[config.mk]
export PLATFORM = sky130hd
export DESIGN_NAME = rfc_top
export DESIGN_NICKNAME = d
export VERILOG_FILES = /design/src/include/rfc_pkg.sv /design/src/include/rfc_baud_if.sv /design/src/verilog/rfc_baud_gen.sv /design/src/verilog/rfc_top.sv
export VERILOG_INCLUDE_DIRS = /design/src /design/src/include
export SDC_FILE = /design/constraint.sdc
export NUM_CORES = 1
export LEC_CHECK = 0
export ABC_AREA = 1
export BUFFER_PORTS_ARGS = -buffer_cell sky130_fd_sc_hd__clkbuf_2
export CAP_MARGIN = 20
export CORE_MARGIN = 4
export CORE_UTILIZATION = 55
export CTS_CLUSTER_DIAMETER = 80
export DETAILED_ROUTE_END_ITERATION = 8
export PLACE_DENSITY = 0.68
export SKIP_CTS_REPAIR_TIMING = 1
export SYNTH_ARGS = -nofsm -noshare
export SYNTH_HDL_FRONTEND = slang
export SYNTH_HIERARCHICAL = 1
export SYNTH_SLANG_ARGS = --single-unit
[constraint.sdc]
create_clock -name sys_clk -period 12.8 [get_ports sys_clk]
set_clock_uncertainty 0.05 [all_clocks]
set_input_delay 1.28 -clock sys_clk [delete_from_list [all_inputs] [get_ports sys_clk]]
set_output_delay 1.28 -clock sys_clk [all_outputs]
set_load 0.1 [all_outputs]
[src/include/rfc_regs.svh]
// constants of the remote interface and flow control block
`ifndef RFC_REGS_SVH
`define RFC_REGS_SVH

// ==========================================================
// clock and timing
`define RFC_CLK_HZ 100000000
`define RFC_OVERSAMPLE 16
`define RFC_HALF_BIT 4'h7
`define RFC_LAST_TICK 4'hf

// ==========================================================
// bit rates in baud
`define RFC_RATE_2400 2400
`define RFC_RATE_4800 4800
`define RFC_RATE_9600 9600
`define RFC_RATE_19200 19200
`define RFC_RATE_38400 38400
`define RFC_RATE_57600 57600

// ==========================================================
// flow control characters
`define RFC_XOFF_CHAR 8'h13
`define RFC_XON_CHAR 8'h11

// ==========================================================
// receive buffer
`define RFC_RX_DEPTH 128
`define RFC_RX_ALMOST_FULL 100

// ==========================================================
// instrument bus address
`define RFC_GPIB_ADDR_MAX 5'h1e
`define RFC_GPIB_ADDR_FACTORY 5'h09

// ==========================================================
// self-test code meaning success
`define RFC_SELFTEST_PASS 8'h00

`endif

[src/include/rfc_pkg.sv]
// types of the remote interface and flow control block
package rfc_pkg;

  // ==========================================================
  // serial configuration
  typedef enum logic [2:0] {
    RFC_B2400 = 3'h0,
    RFC_B4800 = 3'h1,
    RFC_B9600 = 3'h2,
    RFC_B19200 = 3'h3,
    RFC_B38400 = 3'h4,
    RFC_B57600 = 3'h5
  } rfc_baud_t;

  typedef enum logic [1:0] {
    RFC_NONE_8 = 2'h0,
    RFC_EVEN_7 = 2'h1,
    RFC_ODD_7 = 2'h2
  } rfc_frame_t;

  typedef enum logic [1:0] {
    RFC_FLOW_NONE = 2'h0,
    RFC_FLOW_XON = 2'h1,
    RFC_FLOW_DTR = 2'h2,
    RFC_FLOW_RTS = 2'h3
  } rfc_flow_t;

  // ==========================================================
  // state machines
  typedef enum logic [3:0] {
    RFC_S_IDLE = 4'h1,
    RFC_S_START = 4'h2,
    RFC_S_DATA = 4'h4,
    RFC_S_STOP = 4'h8
  } rfc_ser_st_t;

  typedef enum logic [2:0] {
    RFC_BOOT_LOAD = 3'h1,
    RFC_BOOT_APPLY = 3'h2,
    RFC_BOOT_DONE = 3'h4
  } rfc_boot_st_t;

endpackage

[src/include/rfc_baud_if.sv]
// carrier between the core and its bit-rate divider
`timescale 1ns/1ps
interface rfc_baud_if;
  import rfc_pkg::*;
  rfc_baud_t baud_sel;
  logic tick;
  modport gen (input baud_sel, output tick);
  modport user (output baud_sel, input tick);
endinterface

[src/verilog/rfc_baud_gen.sv]
// oversampling tick divider for the serial port
`timescale 1ns/1ps
`include "rfc_regs.svh"
module rfc_baud_gen #(
  parameter int CLK_HZ = `RFC_CLK_HZ
) (
  // clock and reset
  input wire logic sys_clk,
  input wire logic sys_rst,
  // rate select and tick
  rfc_baud_if.gen bif
);
  import rfc_pkg::*;

  localparam int OVS = `RFC_OVERSAMPLE;

  // the fastest rate must still leave a divisor of at least two
  if (CLK_HZ / (`RFC_RATE_57600 * OVS) < 2) begin : g_chk
    $error("rfc_baud_gen: clock too slow for the highest bit rate");
  end

  // ==========================================================
  // divisor lookup
  logic [15:0] div_sel;
  logic [15:0] cnt_reg;
  logic [15:0] cnt_next;
  logic tick_reg;

  always_comb begin
    case (bif.baud_sel)
      RFC_B2400: div_sel = 16'(CLK_HZ / (`RFC_RATE_2400 * OVS) - 1);
      RFC_B4800: div_sel = 16'(CLK_HZ / (`RFC_RATE_4800 * OVS) - 1);
      RFC_B19200: div_sel = 16'(CLK_HZ / (`RFC_RATE_19200 * OVS) - 1);
      RFC_B38400: div_sel = 16'(CLK_HZ / (`RFC_RATE_38400 * OVS) - 1);
      RFC_B57600: div_sel = 16'(CLK_HZ / (`RFC_RATE_57600 * OVS) - 1);
      default: div_sel = 16'(CLK_HZ / (`RFC_RATE_9600 * OVS) - 1);
    endcase
  end

  // rate changes apply to the count in progress at once, so only the current tick period is off
  assign cnt_next = (cnt_reg >= div_sel) ? 16'h0000 : cnt_reg + 16'h0001;

  always_ff @(posedge sys_clk or posedge sys_rst) begin
    if (sys_rst) begin
      cnt_reg <= 16'h0000;
      tick_reg <= 1'b0;
    end else begin
      cnt_reg <= cnt_next;
      tick_reg <= (cnt_reg >= div_sel);
    end
  end

  assign bif.tick = tick_reg;
endmodule

[src/verilog/rfc_top.sv]
// remote interface selection, serial port with flow control, power-up and self-test status
`timescale 1ns/1ps
`include "rfc_regs.svh"
// Behaviour
// (RQ1) bit rate 2400 to 57600 baud selectable, 9600 after reset
// (RQ2) framing none/8, even/7 or odd/7, none/8 after reset
// (RQ3) flow control none, xon/xoff, dtr/dsr or rts/cts, none after reset
// (RQ4) xon/xoff: stop sending after receiving character 13 hex
// (RQ5) xon/xoff: resume pending data after receiving character 11 hex
// (RQ6) dtr/dsr: send only while dsr is true
// (RQ7) dtr/dsr: dtr false when receive buffer nears 100 characters, released later
// (RQ8) rts/cts: send only while cts is true
// (RQ9) rts/cts: rts false when receive buffer nears 100 characters, released later
// (RQ10) host should use slow rates and short bursts without flow control
// (RQ11) exactly one interface active, instrument bus after reset
// (RQ12) bus address accepts 0 through 30, factory value 9
// (RQ13) bus address lives in non-volatile store, unchanged by reset
// (RQ14) system mode change forces instrument bus with stored address
// (RQ15) serial port configured and used only in standard command mode
// (RQ16) service request at power-up only when that option is enabled
// (RQ17) power-up restores reset state or chosen saved setup
// (RQ18) invalid saved setup falls back to reset state and flags failure
// (RQ19) self-test reports pass or the failure reason
// (RQ20) flow stop honoured only between characters, never mid-frame
module rfc_top #(
  parameter int CLK_HZ = `RFC_CLK_HZ,
  parameter int RX_DEPTH = `RFC_RX_DEPTH,
  parameter int RX_ALMOST_FULL = `RFC_RX_ALMOST_FULL
) (
  // clock and reset
  input wire logic sys_clk,
  input wire logic sys_rst,
  // configuration from the control side
  input wire logic cfg_wr,
  input wire rfc_pkg::rfc_baud_t cfg_baud,
  input wire rfc_pkg::rfc_frame_t cfg_frame,
  input wire rfc_pkg::rfc_flow_t cfg_flow,
  input wire logic cfg_serial_sel,
  input wire logic scpi_mode,
  input wire logic mode_change,
  // bus address and non-volatile store
  input wire logic addr_wr,
  input wire logic [4:0] addr_wdata,
  input wire logic [4:0] nv_addr,
  input wire logic nv_srq_en,
  input wire logic nv_boot_default,
  input wire logic [3:0] nv_slot,
  input wire logic nv_slot_valid,
  output logic nv_addr_wr,
  output logic [4:0] nv_addr_wdata,
  // interface status
  output logic gpib_active,
  output logic serial_active,
  output logic [4:0] gpib_addr,
  output logic srq_pwrup,
  input wire logic srq_ack,
  // power-up recall
  output logic boot_done,
  output logic boot_to_default_state,
  output logic recall_req,
  output logic [3:0] recall_slot,
  output logic stored_setup_invalid_msg,
  input wire logic msg_ack,
  // self-test
  input wire logic st_done,
  input wire logic [7:0] st_code,
  output logic st_pass,
  output logic st_fail,
  output logic [7:0] st_reason,
  // serial pins
  output logic txd,
  input wire logic rxd,
  input wire logic dsr,
  input wire logic cts,
  output logic dtr,
  output logic rts,
  // character stream
  input wire logic tx_valid,
  input wire logic [7:0] tx_data,
  output logic tx_ready,
  output logic rx_valid,
  output logic [7:0] rx_data,
  input wire logic rx_ready,
  output logic rx_parity_err,
  output logic rx_overrun
);
  import rfc_pkg::*;

  localparam int AW = $clog2(RX_DEPTH);

  if (RX_ALMOST_FULL >= RX_DEPTH || RX_ALMOST_FULL < 1 || (1 << AW) != RX_DEPTH) begin : g_chk
    $error("rfc_top: receive buffer must be a power of two above almost-full");
  end

  // ==========================================================
  // configuration
  rfc_baud_t baud_reg;
  rfc_frame_t frame_reg;
  rfc_flow_t flow_reg;
  logic serial_reg;
  logic [4:0] addr_reg;
  logic cfg_take;
  logic addr_take;

  // serial settings can only change in standard command mode
  assign cfg_take = cfg_wr & scpi_mode; // RQ15
  assign addr_take = addr_wr & (addr_wdata <= `RFC_GPIB_ADDR_MAX); // RQ12

  always_ff @(posedge sys_clk or posedge sys_rst) begin
    if (sys_rst) begin
      baud_reg <= RFC_B9600; // RQ1
      frame_reg <= RFC_NONE_8; // RQ2
      flow_reg <= RFC_FLOW_NONE; // RQ3
    end else if (cfg_take) begin
      baud_reg <= cfg_baud; // RQ1
      frame_reg <= cfg_frame; // RQ2
      flow_reg <= cfg_flow; // RQ3
    end
  end

  // a single select bit cannot leave both or neither interface active
  always_ff @(posedge sys_clk or posedge sys_rst) begin
    if (sys_rst) begin
      serial_reg <= 1'b0; // RQ11
    end else if (mode_change || !scpi_mode) begin
      serial_reg <= 1'b0; // RQ14 RQ15
    end else if (cfg_take) begin
      serial_reg <= cfg_serial_sel; // RQ11
    end
  end

  // ==========================================================
  // power-up sequence
  rfc_boot_st_t boot_reg;
  rfc_boot_st_t boot_next;
  logic boot_load;
  logic boot_apply;

  assign boot_load = (boot_reg == RFC_BOOT_LOAD);
  assign boot_apply = (boot_reg == RFC_BOOT_APPLY);

  always_comb begin
    case (boot_reg)
      RFC_BOOT_LOAD: boot_next = RFC_BOOT_APPLY;
      RFC_BOOT_APPLY: boot_next = RFC_BOOT_DONE;
      RFC_BOOT_DONE: boot_next = RFC_BOOT_DONE;
      default: boot_next = RFC_BOOT_LOAD;
    endcase
  end

  always_ff @(posedge sys_clk or posedge sys_rst) begin
    if (sys_rst) begin
      boot_reg <= RFC_BOOT_LOAD;
      boot_done <= 1'b0;
      boot_to_default_state <= 1'b0;
      recall_req <= 1'b0;
      recall_slot <= 4'h0;
    end else begin
      boot_reg <= boot_next;
      boot_done <= boot_apply | boot_done;
      boot_to_default_state <= boot_apply & (nv_boot_default | !nv_slot_valid); // RQ17 RQ18
      recall_req <= boot_apply & !nv_boot_default & nv_slot_valid; // RQ17
      recall_slot <= boot_apply ? nv_slot : recall_slot;
    end
  end

  // failure message stays until acknowledged; a new failure wins over the ack
  always_ff @(posedge sys_clk or posedge sys_rst) begin
    if (sys_rst) begin
      stored_setup_invalid_msg <= 1'b0;
    end else if (boot_apply && !nv_boot_default && !nv_slot_valid) begin
      stored_setup_invalid_msg <= 1'b1; // RQ18
    end else if (msg_ack) begin
      stored_setup_invalid_msg <= 1'b0;
    end
  end

  // address resets to the factory value, then is copied from the store during the load step if in range
  always_ff @(posedge sys_clk or posedge sys_rst) begin
    if (sys_rst) begin
      addr_reg <= `RFC_GPIB_ADDR_FACTORY;
      nv_addr_wr <= 1'b0;
      nv_addr_wdata <= `RFC_GPIB_ADDR_FACTORY;
      srq_pwrup <= 1'b0;
    end else begin
      nv_addr_wr <= addr_take; // RQ13
      nv_addr_wdata <= addr_take ? addr_wdata : nv_addr_wdata;
      if (boot_load) begin
        addr_reg <= (nv_addr <= `RFC_GPIB_ADDR_MAX) ? nv_addr : `RFC_GPIB_ADDR_FACTORY; // RQ13
      end else if (addr_take) begin
        addr_reg <= addr_wdata; // RQ12
      end
      if (boot_apply && nv_srq_en) begin
        srq_pwrup <= 1'b1; // RQ16
      end else if (srq_ack) begin
        srq_pwrup <= 1'b0;
      end
    end
  end

  // ==========================================================
  // self-test result
  always_ff @(posedge sys_clk or posedge sys_rst) begin
    if (sys_rst) begin
      st_pass <= 1'b0;
      st_fail <= 1'b0;
      st_reason <= `RFC_SELFTEST_PASS;
    end else if (st_done) begin
      st_pass <= (st_code == `RFC_SELFTEST_PASS); // RQ19
      st_fail <= (st_code != `RFC_SELFTEST_PASS); // RQ19
      st_reason <= st_code; // RQ19
    end
  end

  // ==========================================================
  // bit-rate divider
  rfc_baud_if bif ();
  assign bif.baud_sel = baud_reg; // RQ1

  rfc_baud_gen #(.CLK_HZ(CLK_HZ)) u_baud (
    .sys_clk(sys_clk),
    .sys_rst(sys_rst),
    .bif(bif)
  );

  // ==========================================================
  // transmitter
  rfc_ser_st_t tx_st_reg;
  logic [3:0] tx_tick_reg;
  logic [2:0] tx_bit_reg;
  logic [7:0] tx_sh_reg;
  logic [7:0] hold_reg;
  logic hold_valid_reg;
  logic paused_reg;
  logic flow_ok;
  logic tx_start;
  logic tx_accept;
  logic tx_bit_end;
  logic [7:0] tx_word;

  // with seven data bits the parity takes the eighth slot
  assign tx_word = (frame_reg == RFC_EVEN_7) ? {^hold_reg[6:0], hold_reg[6:0]} :
                   (frame_reg == RFC_ODD_7) ? {~^hold_reg[6:0], hold_reg[6:0]} :
                   hold_reg; // RQ2
  assign flow_ok = (flow_reg == RFC_FLOW_XON) ? !paused_reg : // RQ4 RQ5
                   (flow_reg == RFC_FLOW_DTR) ? dsr : // RQ6
                   (flow_reg == RFC_FLOW_RTS) ? cts : // RQ8
                   1'b1;
  // flow is looked at only when idle, so a frame in flight always completes
  assign tx_start = (tx_st_reg == RFC_S_IDLE) & hold_valid_reg & flow_ok & serial_reg; // RQ20
  assign tx_accept = tx_valid & tx_ready;
  assign tx_bit_end = bif.tick & (tx_tick_reg == `RFC_LAST_TICK);

  always_ff @(posedge sys_clk or posedge sys_rst) begin
    if (sys_rst) begin
      hold_valid_reg <= 1'b0;
      hold_reg <= 8'h00;
      tx_ready <= 1'b0;
    end else begin
      hold_valid_reg <= tx_accept | (hold_valid_reg & !tx_start);
      hold_reg <= tx_accept ? tx_data : hold_reg;
      tx_ready <= !(tx_accept | (hold_valid_reg & !tx_start));
    end
  end

  always_ff @(posedge sys_clk or posedge sys_rst) begin
    if (sys_rst) begin
      tx_st_reg <= RFC_S_IDLE;
      tx_tick_reg <= 4'h0;
      tx_bit_reg <= 3'h0;
      tx_sh_reg <= 8'h00;
      txd <= 1'b1;
    end else begin
      tx_tick_reg <= (tx_st_reg == RFC_S_IDLE) ? 4'h0 : tx_tick_reg + {3'h0, bif.tick};
      case (tx_st_reg)
        RFC_S_IDLE: begin
          txd <= !tx_start;
          if (tx_start) begin
            tx_sh_reg <= tx_word;
            tx_st_reg <= RFC_S_START;
          end
        end
        RFC_S_START: begin
          if (tx_bit_end) begin
            txd <= tx_sh_reg[0];
            tx_bit_reg <= 3'h0;
            tx_st_reg <= RFC_S_DATA;
          end
        end
        RFC_S_DATA: begin
          if (tx_bit_end) begin
            tx_bit_reg <= tx_bit_reg + 3'h1;
            tx_sh_reg <= {1'b0, tx_sh_reg[7:1]};
            txd <= (tx_bit_reg == 3'h7) ? 1'b1 : tx_sh_reg[1];
            tx_st_reg <= (tx_bit_reg == 3'h7) ? RFC_S_STOP : RFC_S_DATA;
          end
        end
        RFC_S_STOP: begin
          if (tx_bit_end) begin
            tx_st_reg <= RFC_S_IDLE;
          end
        end
        default: begin
          tx_st_reg <= RFC_S_IDLE;
          txd <= 1'b1;
        end
      endcase
    end
  end

  // ==========================================================
  // receiver
  rfc_ser_st_t rx_st_reg;
  logic [3:0] rx_tick_reg;
  logic [2:0] rx_bit_reg;
  logic [7:0] rx_sh_reg;
  logic rx_done;
  logic rx_mid;
  logic rx_par_bad;
  logic rx_is_xoff;
  logic rx_is_xon;
  logic [7:0] rx_char;

  assign rx_mid = bif.tick & (rx_tick_reg == `RFC_HALF_BIT);
  assign rx_done = (rx_st_reg == RFC_S_STOP) & rx_mid & rxd;
  assign rx_char = (frame_reg == RFC_NONE_8) ? rx_sh_reg : {1'b0, rx_sh_reg[6:0]};
  assign rx_par_bad = (frame_reg == RFC_EVEN_7) ? ^rx_sh_reg :
                      (frame_reg == RFC_ODD_7) ? ~^rx_sh_reg : 1'b0; // RQ2
  assign rx_is_xoff = (flow_reg == RFC_FLOW_XON) & (rx_char == `RFC_XOFF_CHAR);
  assign rx_is_xon = (flow_reg == RFC_FLOW_XON) & (rx_char == `RFC_XON_CHAR);

  always_ff @(posedge sys_clk or posedge sys_rst) begin
    if (sys_rst) begin
      rx_st_reg <= RFC_S_IDLE;
      rx_tick_reg <= 4'h0;
      rx_bit_reg <= 3'h0;
      rx_sh_reg <= 8'h00;
    end else begin
      rx_tick_reg <= (rx_st_reg == RFC_S_IDLE) ? 4'h0 : rx_tick_reg + {3'h0, bif.tick};
      case (rx_st_reg)
        RFC_S_IDLE: begin
          if (!rxd && serial_reg) begin
            rx_st_reg <= RFC_S_START;
          end
        end
        RFC_S_START: begin
          if (rx_mid) begin
            rx_st_reg <= rxd ? RFC_S_IDLE : RFC_S_DATA;
            rx_bit_reg <= 3'h0;
          end
        end
        RFC_S_DATA: begin
          if (rx_mid) begin
            rx_sh_reg <= {rxd, rx_sh_reg[7:1]};
            rx_bit_reg <= rx_bit_reg + 3'h1;
            rx_st_reg <= (rx_bit_reg == 3'h7) ? RFC_S_STOP : RFC_S_DATA;
          end
        end
        RFC_S_STOP: begin
          // a low stop bit is a framing fault and the character is dropped
          if (rx_mid) begin
            rx_st_reg <= RFC_S_IDLE;
          end
        end
        default: rx_st_reg <= RFC_S_IDLE;
      endcase
    end
  end

  // in xon/xoff mode handshake characters are consumed here and never reach the buffer
  always_ff @(posedge sys_clk or posedge sys_rst) begin
    if (sys_rst) begin
      paused_reg <= 1'b0;
    end else if (flow_reg != RFC_FLOW_XON) begin
      paused_reg <= 1'b0;
    end else if (rx_done && rx_is_xoff) begin
      paused_reg <= 1'b1; // RQ4
    end else if (rx_done && rx_is_xon) begin
      paused_reg <= 1'b0; // RQ5
    end
  end

  // ==========================================================
  // receive buffer
  logic [8:0] rx_mem [RX_DEPTH];
  logic [AW-1:0] wr_ptr_reg;
  logic [AW-1:0] rd_ptr_reg;
  logic [AW:0] count_reg;
  logic buf_push;
  logic buf_pop;
  logic buf_full;
  logic buf_empty;
  logic near_full;

  assign buf_full = (count_reg == (AW+1)'(RX_DEPTH));
  assign buf_empty = (count_reg == '0);
  assign buf_push = rx_done & !rx_is_xoff & !rx_is_xon & !buf_full;
  assign buf_pop = !buf_empty & (!rx_valid | rx_ready);
  assign near_full = (count_reg >= (AW+1)'(RX_ALMOST_FULL));

  always_ff @(posedge sys_clk) begin
    if (buf_push) begin
      rx_mem[wr_ptr_reg] <= {rx_par_bad, rx_char};
    end
  end

  always_ff @(posedge sys_clk or posedge sys_rst) begin
    if (sys_rst) begin
      wr_ptr_reg <= '0;
      rd_ptr_reg <= '0;
      count_reg <= '0;
    end else begin
      wr_ptr_reg <= wr_ptr_reg + AW'(buf_push);
      rd_ptr_reg <= rd_ptr_reg + AW'(buf_pop);
      count_reg <= count_reg + (AW+1)'(buf_push) - (AW+1)'(buf_pop);
    end
  end

  always_ff @(posedge sys_clk or posedge sys_rst) begin
    if (sys_rst) begin
      rx_valid <= 1'b0;
      rx_data <= 8'h00;
      rx_parity_err <= 1'b0;
      rx_overrun <= 1'b0;
    end else begin
      rx_valid <= buf_pop | (rx_valid & !rx_ready);
      if (buf_pop) begin
        rx_data <= rx_mem[rd_ptr_reg][7:0];
        rx_parity_err <= rx_mem[rd_ptr_reg][8];
      end
      rx_overrun <= rx_overrun | (rx_done & buf_full);
    end
  end

  // ==========================================================
  // line handshake outputs and status
  // dtr (dtr/dsr mode only) and rts (rts/cts mode only) fall at the almost-full level and rise as soon as it is left
  always_ff @(posedge sys_clk or posedge sys_rst) begin
    if (sys_rst) begin
      dtr <= 1'b1;
      rts <= 1'b1;
      gpib_active <= 1'b1;
      serial_active <= 1'b0;
      gpib_addr <= `RFC_GPIB_ADDR_FACTORY;
    end else begin
      dtr <= !((flow_reg == RFC_FLOW_DTR) & near_full); // RQ7
      rts <= !((flow_reg == RFC_FLOW_RTS) & near_full); // RQ9
      gpib_active <= !serial_reg; // RQ11
      serial_active <= serial_reg; // RQ11
      gpib_addr <= addr_reg;
    end
  end
endmodule
==> flow_summary.toml <==
[outcome]
outcome = "completed"

[hold_path]
min_path_type = "register to register"
whs_path_depth = 0
worstHoldStart = "addr_reg[0]"
min_to = "gpib_addr[0]"

[timing]
period_minus_slack_ns = 5.15
setup_violations = 0
rsz0062_at_grt = "no"
hold_ws_ns = 0.313
finalHoldViolCount = 0
period_share = 0.402
worstMarginPinSlew_ns = 1.17
fin_ws_ns = 7.65
slew_viol_final = 0
fin_tns_setup_ns = 0
fmax_mhz = 194
slew_headroom = 0.221

[clock_network]
cts.sinks = 1302
clock-root-buffer = "clkbuf_16"
cts_max_level = 4
cts_buffers = 137
worstSkewPairLatency_ns = 0.74
clockBufferDepth = 3
clk_pin_slew_ns = 0.06
tritoncts = "done"

[die]
start_util = 0.554
rows = 116
pin_count = 102
die_w_um = 326
die_area_um2 = 106000
chipHeight_um = 326
core_area_um2 = 100000

[power]
report.power.total_mw = 12.8
internal_power_mw = 7.95
p_comb_frac = 0.322
p_clk_frac = 0.297
ir_drop_v = 0.000169
switching_share = 0.377
power.sequential.fraction = 0.381
power_density_nw_per_um2 = 209
switching_power_mw = 4.82
p_leak_nw = 24.9

[setup_path]
worst_r2r_endpoint = "rx_data[0]"
path_common_cell = "nand3_1"
crit_path_end_kind = "register"
r2r_slack_ns = 7.65
crit_arrival_ns = 5.72
reg2reg_depth = 13
slowest_delay_ns = 0.89
crit_fanout = 92
worstReg2RegStart = "rd_ptr_reg[0]"
critical_path_class = "register to register"
crit_path_start_kind = "register"
critPathSlowestCell = "buf_4"
required_ns = 13.37
worstPathCellList = "buf_4 > buf_4 > buf_4 > buf_4 > nand2_1 > nand3_1 > nand3_1 > nand3_1 > nand2_1 > a21oi_1 > nand3_1 > nand3_1 > nand2_1"

[layout]
postLayoutCellArea_um2 = 61100
syn_to_final_growth_pct = 10.1
layout.nets = 5317
nFillCells = 7946
multi_input_area_um2 = 14300
largest_register_ff_count = 1152
n_antenna_cell = 0
seq_area_um2 = 38400
fin_cells = 6623
final_util = 0.610
drive_above_1_share = 0.0770

[place]
place_area_um2 = 56800
place_inst = 6375
gp_congestion = 0.865
hpwl_um = 79900
port-buffer-count = 101
dp_slack_ns = 7.83

[detailed_routing]
routed_wl_um = 141000
drt_iter0_markers = 4768
drt-pass1-iter-count = 6
drtAntennaViolNets = 0
via_per_inst = 5.64
vias = 37400
drc = 0
wire_per_inst_um = 21.3

[global_route]
grtUsageTotal = 0.264
grt_pass1_vias = 35600
overflow = 0
grt_max_degree = 204
antenna_found_initial = 1
grt_pass1_wl_um = 215000

[yosys]
yosysSeqAreaShare = 0.692
avgSynthCellArea_um2 = 10.7
synth_seq_cells = 1302
synth-edff-count = 1152
ys_async_sr_fraction = 0.115
synth_area_um2 = 55500
synthesis.instances = 5191
yosys_most_used_dff = "edfxtp_1"
synth_warnings = 6
synth.distinct_cells = 52

[job]
maxCapViolations = 0
## layout by cell type (no fill, tap or decap), drive strengths merged, types with 6 or more instances in the layout
cell type and count:
dfrtp 136, and3 9, or2 7, o21ai 241, a21oi 68, ha 45, nor3 8, xor2 25
dfstp 14, nor2 634, nand4 6, mux2 12, a31oi 7, nand3 498, nand2 1539, edfxtp 1152
nand3b 6, clkbuf 288, o211ai 45, buf 36, inv 450, xnor2 14, clkinv 54
## metal layers
metal,GRT usage,up-vias,routed length (µm)
met1,0.378,18000,57700
met4,0.0922,0,4890
met2,0.410,1796,64900
met5,0,-,0
met3,0.0481,285,13800
li1,-,17300,-
## power groups by stage
stage | Clock (mW) | Combinational, mW | Sequential, mW
floorplan | 0 | 2.70 | 5.03
global placement | 0 | 4.02 | 4.95
detailed placement | 0 | 4.05 | 4.95
CTS | 3.84 | 4.07 | 4.86
global route | 4.01 | 4.50 | 4.88
finish | 3.79 | 4.11 | 4.87
## kinds of logic after synthesis
group	after synthesis	share of synthesized area
buffers and inverters	702	0.0518
adder cells (fa/ha/maj)	46	0.0105
multiplexers	13	0.00262
flip-flops	1302	0.692
XOR/XNOR	39	0.00616
AND/OR/NAND/NOR	2711	0.200
AO/OA/AOI/OAI	377	0.0370
other	1	0.0000676
## area by class of cell
class                   instances  area share
inverters                     449      0.0281
clock buffers                 187      0.0624
clock inverters                61     0.00748
multi-input cells            3189       0.233
well taps                    1298      0.0266
flip-flops and latches       1302       0.629
repair buffers                137      0.0133
## worst max path at each step
stage,from,to,cells after the start
5_1_grt,rd_ptr_reg[0],rx_data[0],13
6_report,rd_ptr_reg[0],rx_data[0],13
3_5_place_dp,rd_ptr_reg[0],rx_data[0],13
2_1_floorplan,rx_sh_reg[3],rx_mem[0][8],6
4_1_cts,rd_ptr_reg[0],rx_data[0],13
3_3_place_gp,rd_ptr_reg[0],rx_data[5],15
## synthesized netlist by cell type, drive strengths merged, types with 45 or more instances
cell type,number,share of area
a21oi,68,0.0061
buf,156,0.015
clkbuf,97,0.0066
dfrtp,136,0.061
edfxtp,1152,0.62
ha,45,0.010
inv,445,0.030
nand2,1539,0.10
nand3,498,0.046
nor2,634,0.044
o211ai,45,0.0061
o21ai,241,0.022
## critical path: cells and delay by family, from the launching register on
kind            cells  cell delay, ns
flops               1            0.50
buf+inv             4            3.12
compound gates      1            0.16
simple gates        8            0.91
Power figures use the tool's default switching activity.
